## src/tbs_pkg.sv

```systemverilog
// package of constants and types for the transmit buffer scheduler
package tbs_pkg;
    // ************************************************************
    // sizes
    // ************************************************************
    localparam int NUM_BUF = 8;              // number of transmit buffers
    localparam int BUF_IDX_W = 3;            // buffer index width
    localparam int FID_W = 11;               // frame identifier width
    localparam int DATA_W = 16;              // payload word width
    localparam int FIFO_DEPTH = 16;          // payload fifo depth
    localparam int SYNC_W = 16;              // sync frame config width
    localparam int IDLE_W = 16;              // idle window config width
    localparam int WORDS_W = 8;              // frame length in words
    // ************************************************************
    // reset values and codes
    // ************************************************************
    localparam logic [FID_W-1:0] FID_NONE = 11'h000;     // identifier 0 means unused
    localparam logic [SYNC_W-1:0] SYNC_NONE = 16'h0000;  // no sync frame configured
    localparam logic [1:0] CH_A = 2'h1;                  // channel a bit
    localparam logic [1:0] CH_B = 2'h2;                  // channel b bit
    // ************************************************************
    // scheduler states
    // ************************************************************
    typedef enum logic [3:0]
    {
        ST_IDLE = 4'h1,
        ST_PICK = 4'h2,
        ST_SEND = 4'h4,
        ST_DONE = 4'h8
    } tbs_state_t;
endpackage

```

## src/tbs_fifo_if.sv

```systemverilog
// interface carrying payload words between scheduler and fifo
`timescale 1ns/1ps
interface tbs_fifo_if;
    import tbs_pkg::*;
    logic [DATA_W-1:0] wr_data; // word into fifo
    logic wr_valid;             // word offered
    logic wr_ready;             // fifo has room
    logic [DATA_W-1:0] rd_data; // word out of fifo
    logic rd_valid;             // fifo not empty
    logic rd_ready;             // drain side takes word
    modport fill (output wr_data, output wr_valid, input wr_ready);
    modport store (input wr_data, input wr_valid, output wr_ready,
                   output rd_data, output rd_valid, input rd_ready);
endinterface

```

## src/tbs_scheduler.sv

```systemverilog
// transmit buffer scheduler: commit, arbitration, send and flag update
`timescale 1ns/1ps
// Functional notes
// - payload only from configured committed transmit buffers
// - commit then unlock makes buffer eligible
// - static segment picks identifier equal slot
// - only valid buffers are transmitted
// - static tie goes to lowest buffer
// - same static slot, both channels together
// - committed buffer turns valid, lock refused
// - after send set event, clear commit
// - dynamic segment picks lowest frame identifier
// - channels share one dynamic minislot sequence
// - no dynamic frame overlapping idle window
// - dynamic tie losers withheld until next cycle
// - never null frames in dynamic segment
// - same dynamic slot, same minislot both channels
// - transmit only if buffer or sync configured
// - double buffer transmit config copied to odd partner
// - null frames leave buffer flags unchanged
// - identifier zero buffers are ignored
module tbs_scheduler (
    input wire logic ref_clk_i,                                  // 40 MHz clock
    input wire logic reset_n_i,                                  // synchronous reset, low
    // per buffer configuration and host handshake
    input wire logic [tbs_pkg::NUM_BUF-1:0] cfg_tx_i,            // buffer is transmit
    input wire logic [tbs_pkg::NUM_BUF-1:0] cfg_type_i,          // buffer_type_bit, 1 double
    input wire logic [tbs_pkg::NUM_BUF-1:0] cfg_kind_i,          // transmit_kind_bit, 1 keeps valid
    input wire logic [tbs_pkg::NUM_BUF-1:0] cfg_ch_a_i,          // buffer uses channel a
    input wire logic [tbs_pkg::NUM_BUF*tbs_pkg::FID_W-1:0] cfg_fid_i, // frame ids packed
    input wire logic [tbs_pkg::NUM_BUF-1:0] lock_req_i,          // host lock request pulse
    input wire logic [tbs_pkg::NUM_BUF-1:0] unlock_req_i,        // host unlock request pulse
    input wire logic [tbs_pkg::NUM_BUF-1:0] commit_i,            // host writes 1 to commit
    input wire logic [tbs_pkg::NUM_BUF-1:0] event_clr_i,         // host clears event flag
    input wire logic [tbs_pkg::SYNC_W-1:0] sync_frame_config_reg_i, // sync frame config
    input wire logic [tbs_pkg::IDLE_W-1:0] idle_window_config_reg_i, // idle window start
    // protocol timing
    input wire logic cycle_start_i,                              // new communication cycle pulse
    input wire logic slot_start_i,                               // slot start pulse
    input wire logic dyn_seg_i,                                  // 1 in dynamic segment
    input wire logic null_frame_i,                               // static slot sent as null frame
    input wire logic [tbs_pkg::FID_W-1:0] slot_id_i,             // next sending slot
    input wire logic [tbs_pkg::IDLE_W-1:0] now_mt_i,             // current time in cycle
    input wire logic [tbs_pkg::WORDS_W-1:0] frame_len_i,         // words of picked frame
    input wire logic [tbs_pkg::DATA_W-1:0] buf_data_i,           // word from buffer memory
    // line side
    input wire logic line_ready_i,                               // coder takes a word
    output logic [tbs_pkg::BUF_IDX_W-1:0] rd_buf_o,              // buffer being read
    output logic [1:0] tx_ch_o,                                  // channels in use
    output logic tx_active_o,                                    // frame in progress
    output logic [tbs_pkg::DATA_W-1:0] tx_data_o,                // word to coder
    output logic tx_valid_o,                                     // word valid
    output logic tx_enable_o,                                    // node may transmit
    output logic [tbs_pkg::NUM_BUF-1:0] lock_ack_o,              // host lock granted
    output logic [tbs_pkg::NUM_BUF-1:0] commit_flag_o,           // commit_flag per buffer
    output logic [tbs_pkg::NUM_BUF-1:0] valid_o,                 // valid per buffer
    output logic [tbs_pkg::NUM_BUF-1:0] buffer_event_flag_o      // buffer_event_flag per buffer
);
    import tbs_pkg::*;
    // ************************************************************
    // per buffer state
    // ************************************************************
    logic [NUM_BUF-1:0] locked;      // host holds the buffer
    logic [NUM_BUF-1:0] commit;      // committed, not yet sent
    logic [NUM_BUF-1:0] valid;       // eligible for sending
    logic [NUM_BUF-1:0] evflag;      // sent event
    logic [NUM_BUF-1:0] withheld;    // lost a dynamic tie this cycle
    logic [NUM_BUF-1:0] sent;        // one-hot buffer finished this cycle
    logic [NUM_BUF-1:0] cand;        // buffers that qualify now
    logic [FID_W-1:0] fid [NUM_BUF]; // unpacked identifiers
    logic [NUM_BUF-1:0] cfg_eff_tx;  // transmit config incl. double partner
    tbs_state_t state;
    tbs_state_t next_state;
    logic [BUF_IDX_W-1:0] cur;       // picked buffer
    logic [WORDS_W-1:0] left;        // words still to fetch
    tbs_fifo_if fq ();
    // ************************************************************
    // per buffer qualification
    // ************************************************************
    genvar g;
    generate
        for (g = 0; g < NUM_BUF; g++)
        begin : gen_buf
            assign fid[g] = cfg_fid_i[g*FID_W +: FID_W];
            // odd partner of a double pair inherits the host side transmit config
            if (g % 2 == 1)
            begin : gen_odd
                assign cfg_eff_tx[g] = cfg_tx_i[g] | (cfg_tx_i[g-1] & cfg_type_i[g-1]);
            end
            else
            begin : gen_even
                assign cfg_eff_tx[g] = cfg_tx_i[g];
            end
            // qualifies: transmit, id nonzero, valid, committed, unlocked
            assign cand[g] = cfg_eff_tx[g] && (fid[g] != FID_NONE)
                && valid[g] && commit[g] && !locked[g]
                && !withheld[g]
                && (dyn_seg_i || fid[g] == slot_id_i);
        end
    endgenerate
    // ************************************************************
    // arbitration
    // ************************************************************
    logic [BUF_IDX_W-1:0] win;   // winning buffer
    logic win_any;               // any candidate
    logic [FID_W-1:0] win_fid;   // winner id
    // lowest id wins, strict less-than keeps the lowest index on ties
    always_comb
    begin
        win = '0;
        win_any = 1'b0;
        win_fid = '1;
        for (int i = 0; i < NUM_BUF; i++)
        begin
            if (cand[i] && (!win_any || fid[i] < win_fid))
            begin
                win = BUF_IDX_W'(i);
                win_any = 1'b1;
                win_fid = fid[i];
            end
        end
    end
    // both channels of same id go in the same slot, so channel set merges
    logic [1:0] win_ch;          // channels used by every same-id buffer
    logic [NUM_BUF-1:0] same_id; // other candidates sharing winner id
    always_comb
    begin
        win_ch = 2'h0;
        same_id = '0;
        for (int i = 0; i < NUM_BUF; i++)
        begin
            if (cand[i] && fid[i] == win_fid)
            begin
                win_ch = win_ch | (cfg_ch_a_i[i] ? CH_A : CH_B);
                if (BUF_IDX_W'(i) != win)
                    same_id[i] = 1'b1;
            end
        end
    end
    // idle window guard: in the dynamic segment, frame end must fall before window start
    wire [IDLE_W:0] end_mt = {1'b0, now_mt_i} + {{(IDLE_W+1-WORDS_W){1'b0}}, frame_len_i};
    wire window_ok = !dyn_seg_i || (end_mt < {1'b0, idle_window_config_reg_i});
    wire node_on = (|cfg_eff_tx) || (sync_frame_config_reg_i != SYNC_NONE);
    // no null frames in dynamic part: only start when a buffer wins
    wire go = slot_start_i && win_any && window_ok && node_on && !null_frame_i;
    wire last_fetch = (left == '0);
    wire fetch = (state == ST_SEND) && !last_fetch && fq.wr_ready; // fifo back-pressure stalls
    assign fq.wr_data = buf_data_i;
    assign fq.wr_valid = fetch;
    // ************************************************************
    // sequencer
    // ************************************************************
    always_comb
    begin
        next_state = state;
        case (state)
            ST_IDLE: if (go) next_state = ST_SEND;
            ST_SEND: if (last_fetch) next_state = ST_DONE;
            ST_DONE: if (!fq.rd_valid && !tx_valid_o) next_state = ST_IDLE;
            ST_PICK: next_state = ST_IDLE;
            default: next_state = ST_IDLE;
        endcase
    end
    // state, picked buffer, word count
    always_ff @(posedge ref_clk_i)
    begin
        if (!reset_n_i)
        begin
            state <= ST_IDLE;
            cur <= '0;
            left <= '0;
            tx_ch_o <= 2'h0;
        end
        else
        begin
            state <= next_state;
            if (state == ST_IDLE && go)
            begin
                cur <= win;
                left <= frame_len_i;
                tx_ch_o <= win_ch;
            end
            else if (fetch)
                left <= WORDS_W'(left - 1'b1);
        end
    end
    assign sent = (state == ST_DONE && next_state == ST_IDLE) ? (NUM_BUF'(1) << cur) : '0;
    // ************************************************************
    // flag update
    // ************************************************************
    logic [NUM_BUF-1:0] unlock_go; // unlock that hands over a committed buffer
    assign unlock_go = unlock_req_i & locked & commit_i;
    always_ff @(posedge ref_clk_i)
    begin
        if (!reset_n_i)
        begin
            locked <= '0;
            commit <= '0;
            valid <= '0;
            evflag <= '0;
            withheld <= '0;
        end
        else
        begin
            // lock refused while committed and unsent
            locked <= (locked | (lock_req_i & ~commit & cfg_eff_tx)) & ~unlock_req_i;
            // commit on unlock; sending clears it unless a new commit lands
            commit <= (commit & ~sent) | unlock_go;
            // valid: set by commit, after send kept only when kind bit set
            valid <= (valid & ~(sent & ~cfg_kind_i)) | unlock_go;
            // event flag set wins over clear
            evflag <= (evflag & ~event_clr_i) | sent;
            if (cycle_start_i)
                withheld <= '0;
            else if (state == ST_IDLE && go && dyn_seg_i)
                withheld <= withheld | same_id;
        end
    end
    // ************************************************************
    // payload fifo and line output
    // ************************************************************
    tbs_fifo #(.WIDTH(DATA_W), .DEPTH(FIFO_DEPTH)) u_fifo (
        .ref_clk_i(ref_clk_i),
        .reset_n_i(reset_n_i),
        .f(fq)
    );
    assign fq.rd_ready = !tx_valid_o || line_ready_i;
    // registered output stage; coder stalls by holding line_ready_i low
    always_ff @(posedge ref_clk_i)
    begin
        if (!reset_n_i)
        begin
            tx_data_o <= '0;
            tx_valid_o <= 1'b0;
            rd_buf_o <= '0;
            tx_active_o <= 1'b0;
            tx_enable_o <= 1'b0;
            lock_ack_o <= '0;
            commit_flag_o <= '0;
            valid_o <= '0;
            buffer_event_flag_o <= '0;
        end
        else
        begin
            if (fq.rd_ready)
            begin
                tx_data_o <= fq.rd_data;
                tx_valid_o <= fq.rd_valid;
            end
            rd_buf_o <= (state == ST_IDLE) ? win : cur;
            tx_active_o <= (next_state != ST_IDLE);
            tx_enable_o <= node_on;
            lock_ack_o <= locked;
            commit_flag_o <= commit;
            valid_o <= valid;
            buffer_event_flag_o <= evflag;
        end
    end
    // ************************************************************
    // checks
    // ************************************************************
    AST_START_VALID: assert property (@(posedge ref_clk_i) disable iff (!reset_n_i)
        (state == ST_IDLE && go) |-> valid[win] && commit[win])
        else $error("frame started from a buffer not valid and committed");
    AST_STATIC_ID: assert property (@(posedge ref_clk_i) disable iff (!reset_n_i)
        (state == ST_IDLE && go && !dyn_seg_i) |-> fid[win] == slot_id_i)
        else $error("static frame id differs from slot");
    AST_NONZERO_ID: assert property (@(posedge ref_clk_i) disable iff (!reset_n_i)
        (state == ST_IDLE && go) |-> fid[win] != FID_NONE)
        else $error("buffer with identifier zero picked");
    logic [NUM_BUF-1:0] sent_q;  // helper: last sent buffer
    logic [NUM_BUF-1:0] commit_q2; // helper: recommitted together with send
    AST_SENT_FLAGS: assert property (@(posedge ref_clk_i) disable iff (!reset_n_i)
        (|sent) |=> ((evflag & sent_q) == sent_q) && ((commit & sent_q & ~commit_q2) == '0))
        else $error("flags not updated after send");
    always_ff @(posedge ref_clk_i)
    begin
        sent_q <= sent;
        commit_q2 <= unlock_go;
    end
    AST_LOCK_REFUSED: assert property (@(posedge ref_clk_i) disable iff (!reset_n_i)
        (commit[2] && !locked[2] && !unlock_req_i[2]) |=> !locked[2])
        else $error("committed buffer became locked");
    AST_IDLE_WINDOW: assert property (@(posedge ref_clk_i) disable iff (!reset_n_i)
        (state == ST_IDLE && go && dyn_seg_i) |-> end_mt < {1'b0, idle_window_config_reg_i})
        else $error("dynamic frame overlaps idle window");
    AST_NO_NULL: assert property (@(posedge ref_clk_i) disable iff (!reset_n_i)
        (slot_start_i && !win_any && state == ST_IDLE) |=> state == ST_IDLE)
        else $error("frame started without a winning buffer");
    AST_NODE_OFF: assert property (@(posedge ref_clk_i) disable iff (!reset_n_i)
        (!node_on && state == ST_IDLE) |=> state == ST_IDLE)
        else $error("transmission with no buffer and no sync frame");
    AST_LOWEST: assert property (@(posedge ref_clk_i) disable iff (!reset_n_i)
        (state == ST_IDLE && go && cand[0] && fid[0] == win_fid) |-> win == '0)
        else $error("tie not won by lowest buffer");
endmodule

```

## src/tbs_fifo.sv

```systemverilog
// parameterised payload fifo with valid and ready on both sides
`timescale 1ns/1ps
module tbs_fifo #(
    parameter int WIDTH = 16,
    parameter int DEPTH = 16
) (
    input wire logic ref_clk_i,
    input wire logic reset_n_i,
    tbs_fifo_if.store f
);
    import tbs_pkg::*;
    localparam int AW = $clog2(DEPTH);
    logic [WIDTH-1:0] mem [DEPTH];    // storage array
    logic [AW-1:0] wr_ptr;            // write pointer
    logic [AW-1:0] rd_ptr;            // read pointer
    logic [AW:0] count;               // fill level
    wire do_wr = f.wr_valid && f.wr_ready;
    wire do_rd = f.rd_valid && f.rd_ready;
    assign f.wr_ready = (count != (AW+1)'(DEPTH)); // honest full
    assign f.rd_valid = (count != '0);              // honest empty
    assign f.rd_data = mem[rd_ptr];
    // pointers and level; level moves by the difference of pushes and pops
    always_ff @(posedge ref_clk_i)
    begin
        if (!reset_n_i)
        begin
            wr_ptr <= '0;
            rd_ptr <= '0;
            count <= '0;
        end
        else
        begin
            if (do_wr)
                wr_ptr <= AW'(wr_ptr + 1'b1);
            if (do_rd)
                rd_ptr <= AW'(rd_ptr + 1'b1);
            count <= (AW+1)'(count + {{AW{1'b0}}, do_wr} - {{AW{1'b0}}, do_rd});
        end
    end
    // storage has no reset, data is qualified by the level
    always_ff @(posedge ref_clk_i)
    begin
        if (do_wr)
            mem[wr_ptr] <= f.wr_data;
    end
    AST_NO_OVERFLOW: assert property (@(posedge ref_clk_i) disable iff (!reset_n_i)
        count <= (AW+1)'(DEPTH))
        else $error("fifo level beyond its depth");
endmodule

```

## config.mk

```make
export PLATFORM = sky130hd
export DESIGN_NAME = tbs_scheduler
export DESIGN_NICKNAME = d
export VERILOG_FILES = /design/src/tbs_pkg.sv /design/src/tbs_fifo_if.sv /design/src/tbs_scheduler.sv /design/src/tbs_fifo.sv
export SDC_FILE = /design/constraint.sdc
export NUM_CORES = 1
export LEC_CHECK = 0
export BUFFER_PORTS_ARGS = -buffer_cell sky130_fd_sc_hd__buf_2
export CAP_MARGIN = 10
export CELL_PAD_IN_SITES_DETAIL_PLACEMENT = 1
export CELL_PAD_IN_SITES_GLOBAL_PLACEMENT = 1
export CORE_MARGIN = 5
export CORE_UTILIZATION = 50
export DETAILED_ROUTE_END_ITERATION = 6
export GPL_TIMING_DRIVEN = 1
export MAX_ROUTING_LAYER = met4
export PLACE_DENSITY = 0.94
export RECOVER_POWER = 100
export SLEW_MARGIN = 10
export SYNTH_ARGS = -nofsm -noshare
export SYNTH_HDL_FRONTEND = slang
export SYNTH_SLANG_ARGS = --single-unit
```

## constraint.sdc

```tcl
create_clock -name ref_clk_i -period 35.6 [get_ports ref_clk_i]
set_input_delay 0 -clock ref_clk_i [delete_from_list [all_inputs] [get_ports ref_clk_i]]
set_output_delay 0 -clock ref_clk_i [all_outputs]
set_load 0.005 [all_outputs]
```

# Word level (Yosys, flattened, before mapping)
# Memory sizes are Yosys's and may differ from the RTL's. A register that Yosys moved wholly into a read port is not among the register bits.
# Cells that the tools add are included.
# word_totals
regBits,108
output_inout_bits,56
mem_bits_rw,256
in_bits,242
word_cells,303
memories,1
# memory_table
name,depth,word_bits,read_ports,rd_ports_with_merged_regs,wr,line,rtl
u_fifo.mem,16,16,1,1,1,tbs_fifo.sv:13,logic [WIDTH-1:0] mem [DEPTH];
# classes
add_sub_neg,6
shifts,1
n_eq_ne,29
bitwise,36
reduce_logical,137
n_lt_le_gt_ge,8
n_mux,65
# ops
op,count
$eq 11x11->1,16
$mux 11,8
$reduce_bool 11->1,8
$lt 11x11->1,7
$logic_and 1x1->1,75
$and 8x8->8,9
$not 8->8,6
$or 8x8->8,5
$mux 2,16
$logic_not 1->1,29
$mux 1,27
$mux 8,3
$mux 3,7
$logic_or 1x1->1,18
$add 16x8->17,1
$lt 17x16->1,1
$reduce_bool 16->1,1
$or 2x2->2,7
$mux 4,3
$ne 3x3->1 const A,4
$pmux 4 s3,1
$add 4x1->4 const B,2
$eq 4x1->1 const B,2
$logic_not 8->1,1
18 further kinds,25

# Depth between registers and ports, before layout
# depth
word_depth,53
depth_mapped,110
ltp_nobuf,95

# Modules after synthesis
# Synthesis repeated with hierarchy kept, for this count alone.
# hier_totals
cells_unflattened,1925
hier_area_um2,21679.5
# modules_own_cells
mod,n_inst,seq_area_each_um2,area_per_inst_um2,cells_per_inst
tbs_scheduler,1,2222.1,11100.6,1422
tbs_fifo,1,8027.7,10578.9,503

# Worst setup path after synthesis
# Ideal clock, no wire load.
# synth_timing
path_kind,input port to flip-flop
startpoint,input port cfg_fid_i[0] (netlist name)
endpoint,register withheld[5]
required_ns,35.533
setup_ns,0.067
t_arrival_ns,18.587
n_path_buf,13
setup_slack_ns,16.946
cell_stages,105
cell_sequence,buf_2 nor4_1 nand2_1 o41ai_1 or2_1 buf_2 clkbuf_1 nor2_1 ha_1 a21o_1 a31oi_1 o31a_1 o21a_1 o21ai_2 clkbuf_1 clkbuf_1 nor2_1 a21oi_1 [... 69 more ...] a21o_1 a21o_1 a21oi_1 nor2b_1 o21ai_0 nand2b_1 o21a_1 o21ai_0 nand2_1 o21ai_0 o31ai_2 o22ai_1 xnor2_1 a311oi_1 o2111ai_1 or4b_4 a211o_1 a21oi_2
# synth_via
elab_chain_cells,42
word_cells_on_any_way,72
classes_between,order compare (7); eq/ne (3); mux (25); bitwise (1); reduce/logical (36)
# synth_lines
item,line,rtl
start: declaration,tbs_scheduler.sv:30,"input wire logic [tbs_pkg::NUM_BUF*tbs_pkg::FID_W-1:0] cfg_fid_i,"
"parallel branches: the longest is 42 deep, another holds $lt 11x11->1",--,
end signal: assignment,tbs_scheduler.sv:216,withheld <= withheld | same_id;
end: declaration,tbs_scheduler.sv:67,logic [NUM_BUF-1:0] withheld;
# Several ways; the timed one is not identified.
# A chain may end at the register's enable or synchronous reset.

# Final worst setup path
# layout_timing
startpoint,register valid[0]
endpoint,register tx_ch_o[1]
# layout_via
elab_chain_cells,51
word_cells_on_any_way,85
classes_between,order compare (7); eq/ne (8); mux (24); bitwise (7); reduce/logical (39)
# layout_lines
item,line,rtl
start: declaration,tbs_scheduler.sv:65,logic [NUM_BUF-1:0] valid;
start signal: assignment,tbs_scheduler.sv:210,valid <= (valid & ~(sent & ~cfg_kind_i)) | unlock_go;
$logic_and 1x1->1 * (3 in series),tbs_scheduler.sv:96,&& valid[g] && commit[g] && !locked[g]
$logic_and 1x1->1 *,tbs_scheduler.sv:97,&& !withheld[g]
$logic_and 1x1->1 *,tbs_scheduler.sv:98,&& (dyn_seg_i || fid[g] == slot_id_i);
$mux 11 / $mux 1 (equally long branches),tbs_scheduler.sv:115,if (cand[i] && (!win_any || fid[i] < win_fid))
$lt 11x11->1 / $logic_not 1->1 (equally long branches),tbs_scheduler.sv:115,
$logic_or 1x1->1,tbs_scheduler.sv:115,
$logic_and 1x1->1,tbs_scheduler.sv:115,
$mux 11 / $mux 1 (equally long branches),tbs_scheduler.sv:115,
[... 33 more ...],--,
$or 2x2->2,tbs_scheduler.sv:134,win_ch = win_ch | (cfg_ch_a_i[i] ? CH_A : CH_B);
$mux 2,tbs_scheduler.sv:132,if (cand[i] && fid[i] == win_fid)
$or 2x2->2,tbs_scheduler.sv:134,
$mux 2,tbs_scheduler.sv:132,
$or 2x2->2,tbs_scheduler.sv:134,
$mux 2,tbs_scheduler.sv:132,
$or 2x2->2,tbs_scheduler.sv:134,
$mux 2,tbs_scheduler.sv:132,
end signal: assignment,tbs_scheduler.sv:181,tx_ch_o <= win_ch;
end: declaration,tbs_scheduler.sv:49,"output logic [1:0] tx_ch_o,"
# Every way passes the cells marked *; elsewhere a longest branch is shown, timed or not.

==> out/results.tsv <==
stage	metric	value	unit
global_routing	grtUsageTotal	0.439	
global_routing	overflow	0	
synthesis	seq_area_frac_synth	0.461	
outcome	violations	design-rule violations, max-capacitance violations, max-slew violations	
synthesis	synth_cells	2001	
critical_path	critical_path_class	reg -> reg	
synthesis	yosysMostFrequentCell	edfxtp_1	
critical_path	crit_fanout	24	
die	die_w	220	µm
flow_run	maxCapViolCount	17	
critical_path	ff2ff_setup_slack	6.09	ns
critical_path	crit_path_frequent_cell	a21o_1	
synthesis	syn-num-nets	2347	
critical_path	startpoint_type	flop	
die	ios	298	
finish	layout.nets	2675	
clock_tree	cts_sinks	380	
clock_tree	clock_latency	0.55	ns
place	dpl-instance-area	24000	µm²
route	vias	21200	
synthesis	yosysTopAreaCell	edfxtp_1	
synthesis	synth.top_cell.area_share	0.349	
global_routing	grt_pass1_wl	151000	µm
synthesis	ys_seq_elements	380	
clock_tree	cts_buffer_depth	3	
critical_path	r2r_end	tx_ch_o[1]$_SDFFE_PN0P_	
synthesis	synth-edff-count	256	
clock_tree	clkTransAtPathRegs	0.08	ns
route	dr.pass1.iters	7	
synthesis	synth.distinct_cells	101	
sta	hold_viol_final	0	
clock_tree	clockRootBuffer	clkbuf_16	
critical_path	arrival	29.99	ns
route	wl	107000	µm
route	drtIter0Drc	3013	
clock_tree	cts_buffers	35	
sta	drv_slew	284	
finish	largest_register	u_fifo.mem	
place	hpwl	65900	µm
critical_path	slowest_stage	o21ai_0	
sta	timing.hold.ws	0.0451	ns
sta	finClkSkew	0.0247	ns
route	routedWlPerCell	36.2	µm
worst_hold_path	worstHoldEndpoint	tx_data_o[13]$_SDFFE_PN0N_	
worst_hold_path	holdPathStages	5	
finish	largest_reg_flops	256	
critical_path	critical-path-top-delay-family	compound AO/OA/AOI/OAI gates	
die	rows	77	
critical_path	path_buf_inv	7	
place	io_buffers	293	
sta	setup_violations	0	
finish	drive_above_1_share	0.182	
critical_path	cp.required	36.08	ns
synthesis	synth_flop_cell	edfxtp_1	
finish	nFillCells	4758	
critical_path	crit_path_end_kind	flop	
route	viasPerCell	7.16	
global_routing	grt_max_degree	68	
sta	slew-limit-headroom	-1.08	
clock_tree	cts_resized	0	
sta	max_freq	33.9	MHz
finish	fin_area	25800	µm²
finish	syn_to_final_growth	17.0	%
die	core	43900	µm²
clock_tree	htree_levels	2	
sta	finalCriticalPeriod	29.51	ns
synthesis	async_flop_share	0	
sta	rsz0062_at_grt	no	
critical_path	rr_worst_depth	91	
die	dieArea	48400	µm²
sta	worst_pin_slew	3.08	ns
synthesis	netlist_area	22100	µm²
synthesis	synthTopCellsByCount	edfxtp_1, nor2_1, inv_1	
sta	setup_tns	0	ns
sta	period_share	0.829	
route	drc	1	
die	die_h	220	µm
finish	utilization	0.588	
synthesis	syn_avg_cell_area	11.0	µm²
global_routing	grt_pass1_vias	21900	
synthesis	synth_area_leaders	edfxtp_1, dfxtp_1, mux4_2	
clock_tree	cts_tree	built	
route	ant_nets	0	
worst_hold_path	worstHoldPathType	in -> reg	
synthesis	ys_warn_count	0	
critical_path	cpPeakStageDelay	2.30	ns
finish	reg_top3	u_fifo.mem (256), tx_data_o (16)	
critical_path	timing.rr.start	valid[0]$_SDFF_PN0_	
place	routabilityCongestion	1.02	
power	ir_drop	0.0000617	V
global_routing	antenna_found_initial	5	
die	start_util	0.502	
worst_hold_path	hp-start	line_ready_i	
power	p_leak	0.0102	µW
power	power_density	47.1	nW/µm²
outcome	status	finished with violations	
-- logic make-up after synthesis --
| logic type | after synthesis | synth area share |
|---|---|---|
| compound gates | 449 | 0.146 |
| xor+xnor | 178 | 0.0707 |
| fa+ha+maj | 104 | 0.0597 |
| buf+inv | 243 | 0.0463 |
| flops | 380 | 0.461 |
| mux | 104 | 0.0939 |
| other cells | 1 | 0.000170 |
| simple gates | 542 | 0.123 |
-- area by class of cell --
cell class	instances	area, µm²	area share
antenna	7	17.5	0.000679
clock buffer	41	930	0.0360
clock inverter	23	303	0.0117
inverter	133	499	0.0193
multi-input combinational	1378	10800	0.420
sequential	380	10200	0.394
tap	592	741	0.0287
timing repair buffer	401	2320	0.0898
-- metal layers --
layer  track usage  wire length (µm)
met2         0.694             49300
met4         0.319             10400
met1         0.492             34900
met5             -                 0
met3        0.0945             12200
-- where the power goes --
part,switching [µW],total (µW),internal [µW]
sequential,20.7,502,481
clock,191,426,235
combinational,164,288,124
total,376,1220,840
-- how the worst max path moves through the flow --
stage	slack (ns)	depth (start not counted)	from	end
floorplan	16.95	105	cfg_fid_i[0]	withheld[5]$_SDFFE_PP0P_
global placement	12.68	89	withheld[0]$_SDFFE_PP0P_	tx_ch_o[1]$_SDFFE_PN0P_
detailed placement	12.16	89	withheld[0]$_SDFFE_PP0P_	tx_ch_o[1]$_SDFFE_PN0P_
CTS	10.93	92	commit[0]$_SDFF_PN0_	tx_ch_o[1]$_SDFFE_PN0P_
global route	4.91	90	commit[0]$_SDFF_PN0_	tx_ch_o[1]$_SDFFE_PN0P_
finish	6.09	91	valid[0]$_SDFF_PN0_	tx_ch_o[1]$_SDFFE_PN0P_
-- metrics by stage --
stage	power [µW]	setup WS, ns	std cells
2_1_floorplan	668	16.95	2001
6_report	1220	6.09	2955
4_1_cts	1190	10.93	2944
5_1_grt	1250	4.91	2952
3_5_place_dp	765	12.16	2801
3_3_place_gp	738	12.68	2801
-- tightest hold or removal path, cell delays in order --
cell     delay [ns]
buf_2          0.10
nor2b_1        0.05
buf_4          0.22
nand2_1        0.10
a21oi_1        0.05
-- placed cells by master (no fill, tap or decap), types with 24 or more instances in the layout --
| cell | synthesis | layout |
|---|---|---|
| and2_0 | 1 | 24 |
| ha_1 | 102 | 102 |
| a21o_1 | 60 | 60 |
| clkbuf_1 | 66 | 90 |
| nand2_1 | 119 | 119 |
| nor3_1 | 51 | 51 |
| dfxtp_1 | 124 | 122 |
| nor2_1 | 137 | 137 |
| xnor2_1 | 52 | 52 |
| inv_1 | 133 | 133 |
| a21oi_1 | 92 | 92 |
| a31oi_1 | 24 | 24 |
| edfxtp_1 | 256 | 256 |
| clkbuf_16 | 0 | 36 |
| nand4_1 | 25 | 25 |
| xor2_1 | 126 | 126 |
| buf_2 | 18 | 227 |
| dlygate4sd3_1 | 0 | 79 |
| nand3_1 | 42 | 42 |
| mux4_2 | 80 | 80 |
| o21ai_0 | 67 | 69 |
| nor4_1 | 55 | 55 |
-- repair_timing --
item | CTS | global route
buffers inserted | 0 | 0
hold buffers | 79 | 0
endpoints found under the setup margin | 0 | 0
endpoints found under the hold margin | 299 | 0
Note: power is estimated with default switching activity, not from simulation.
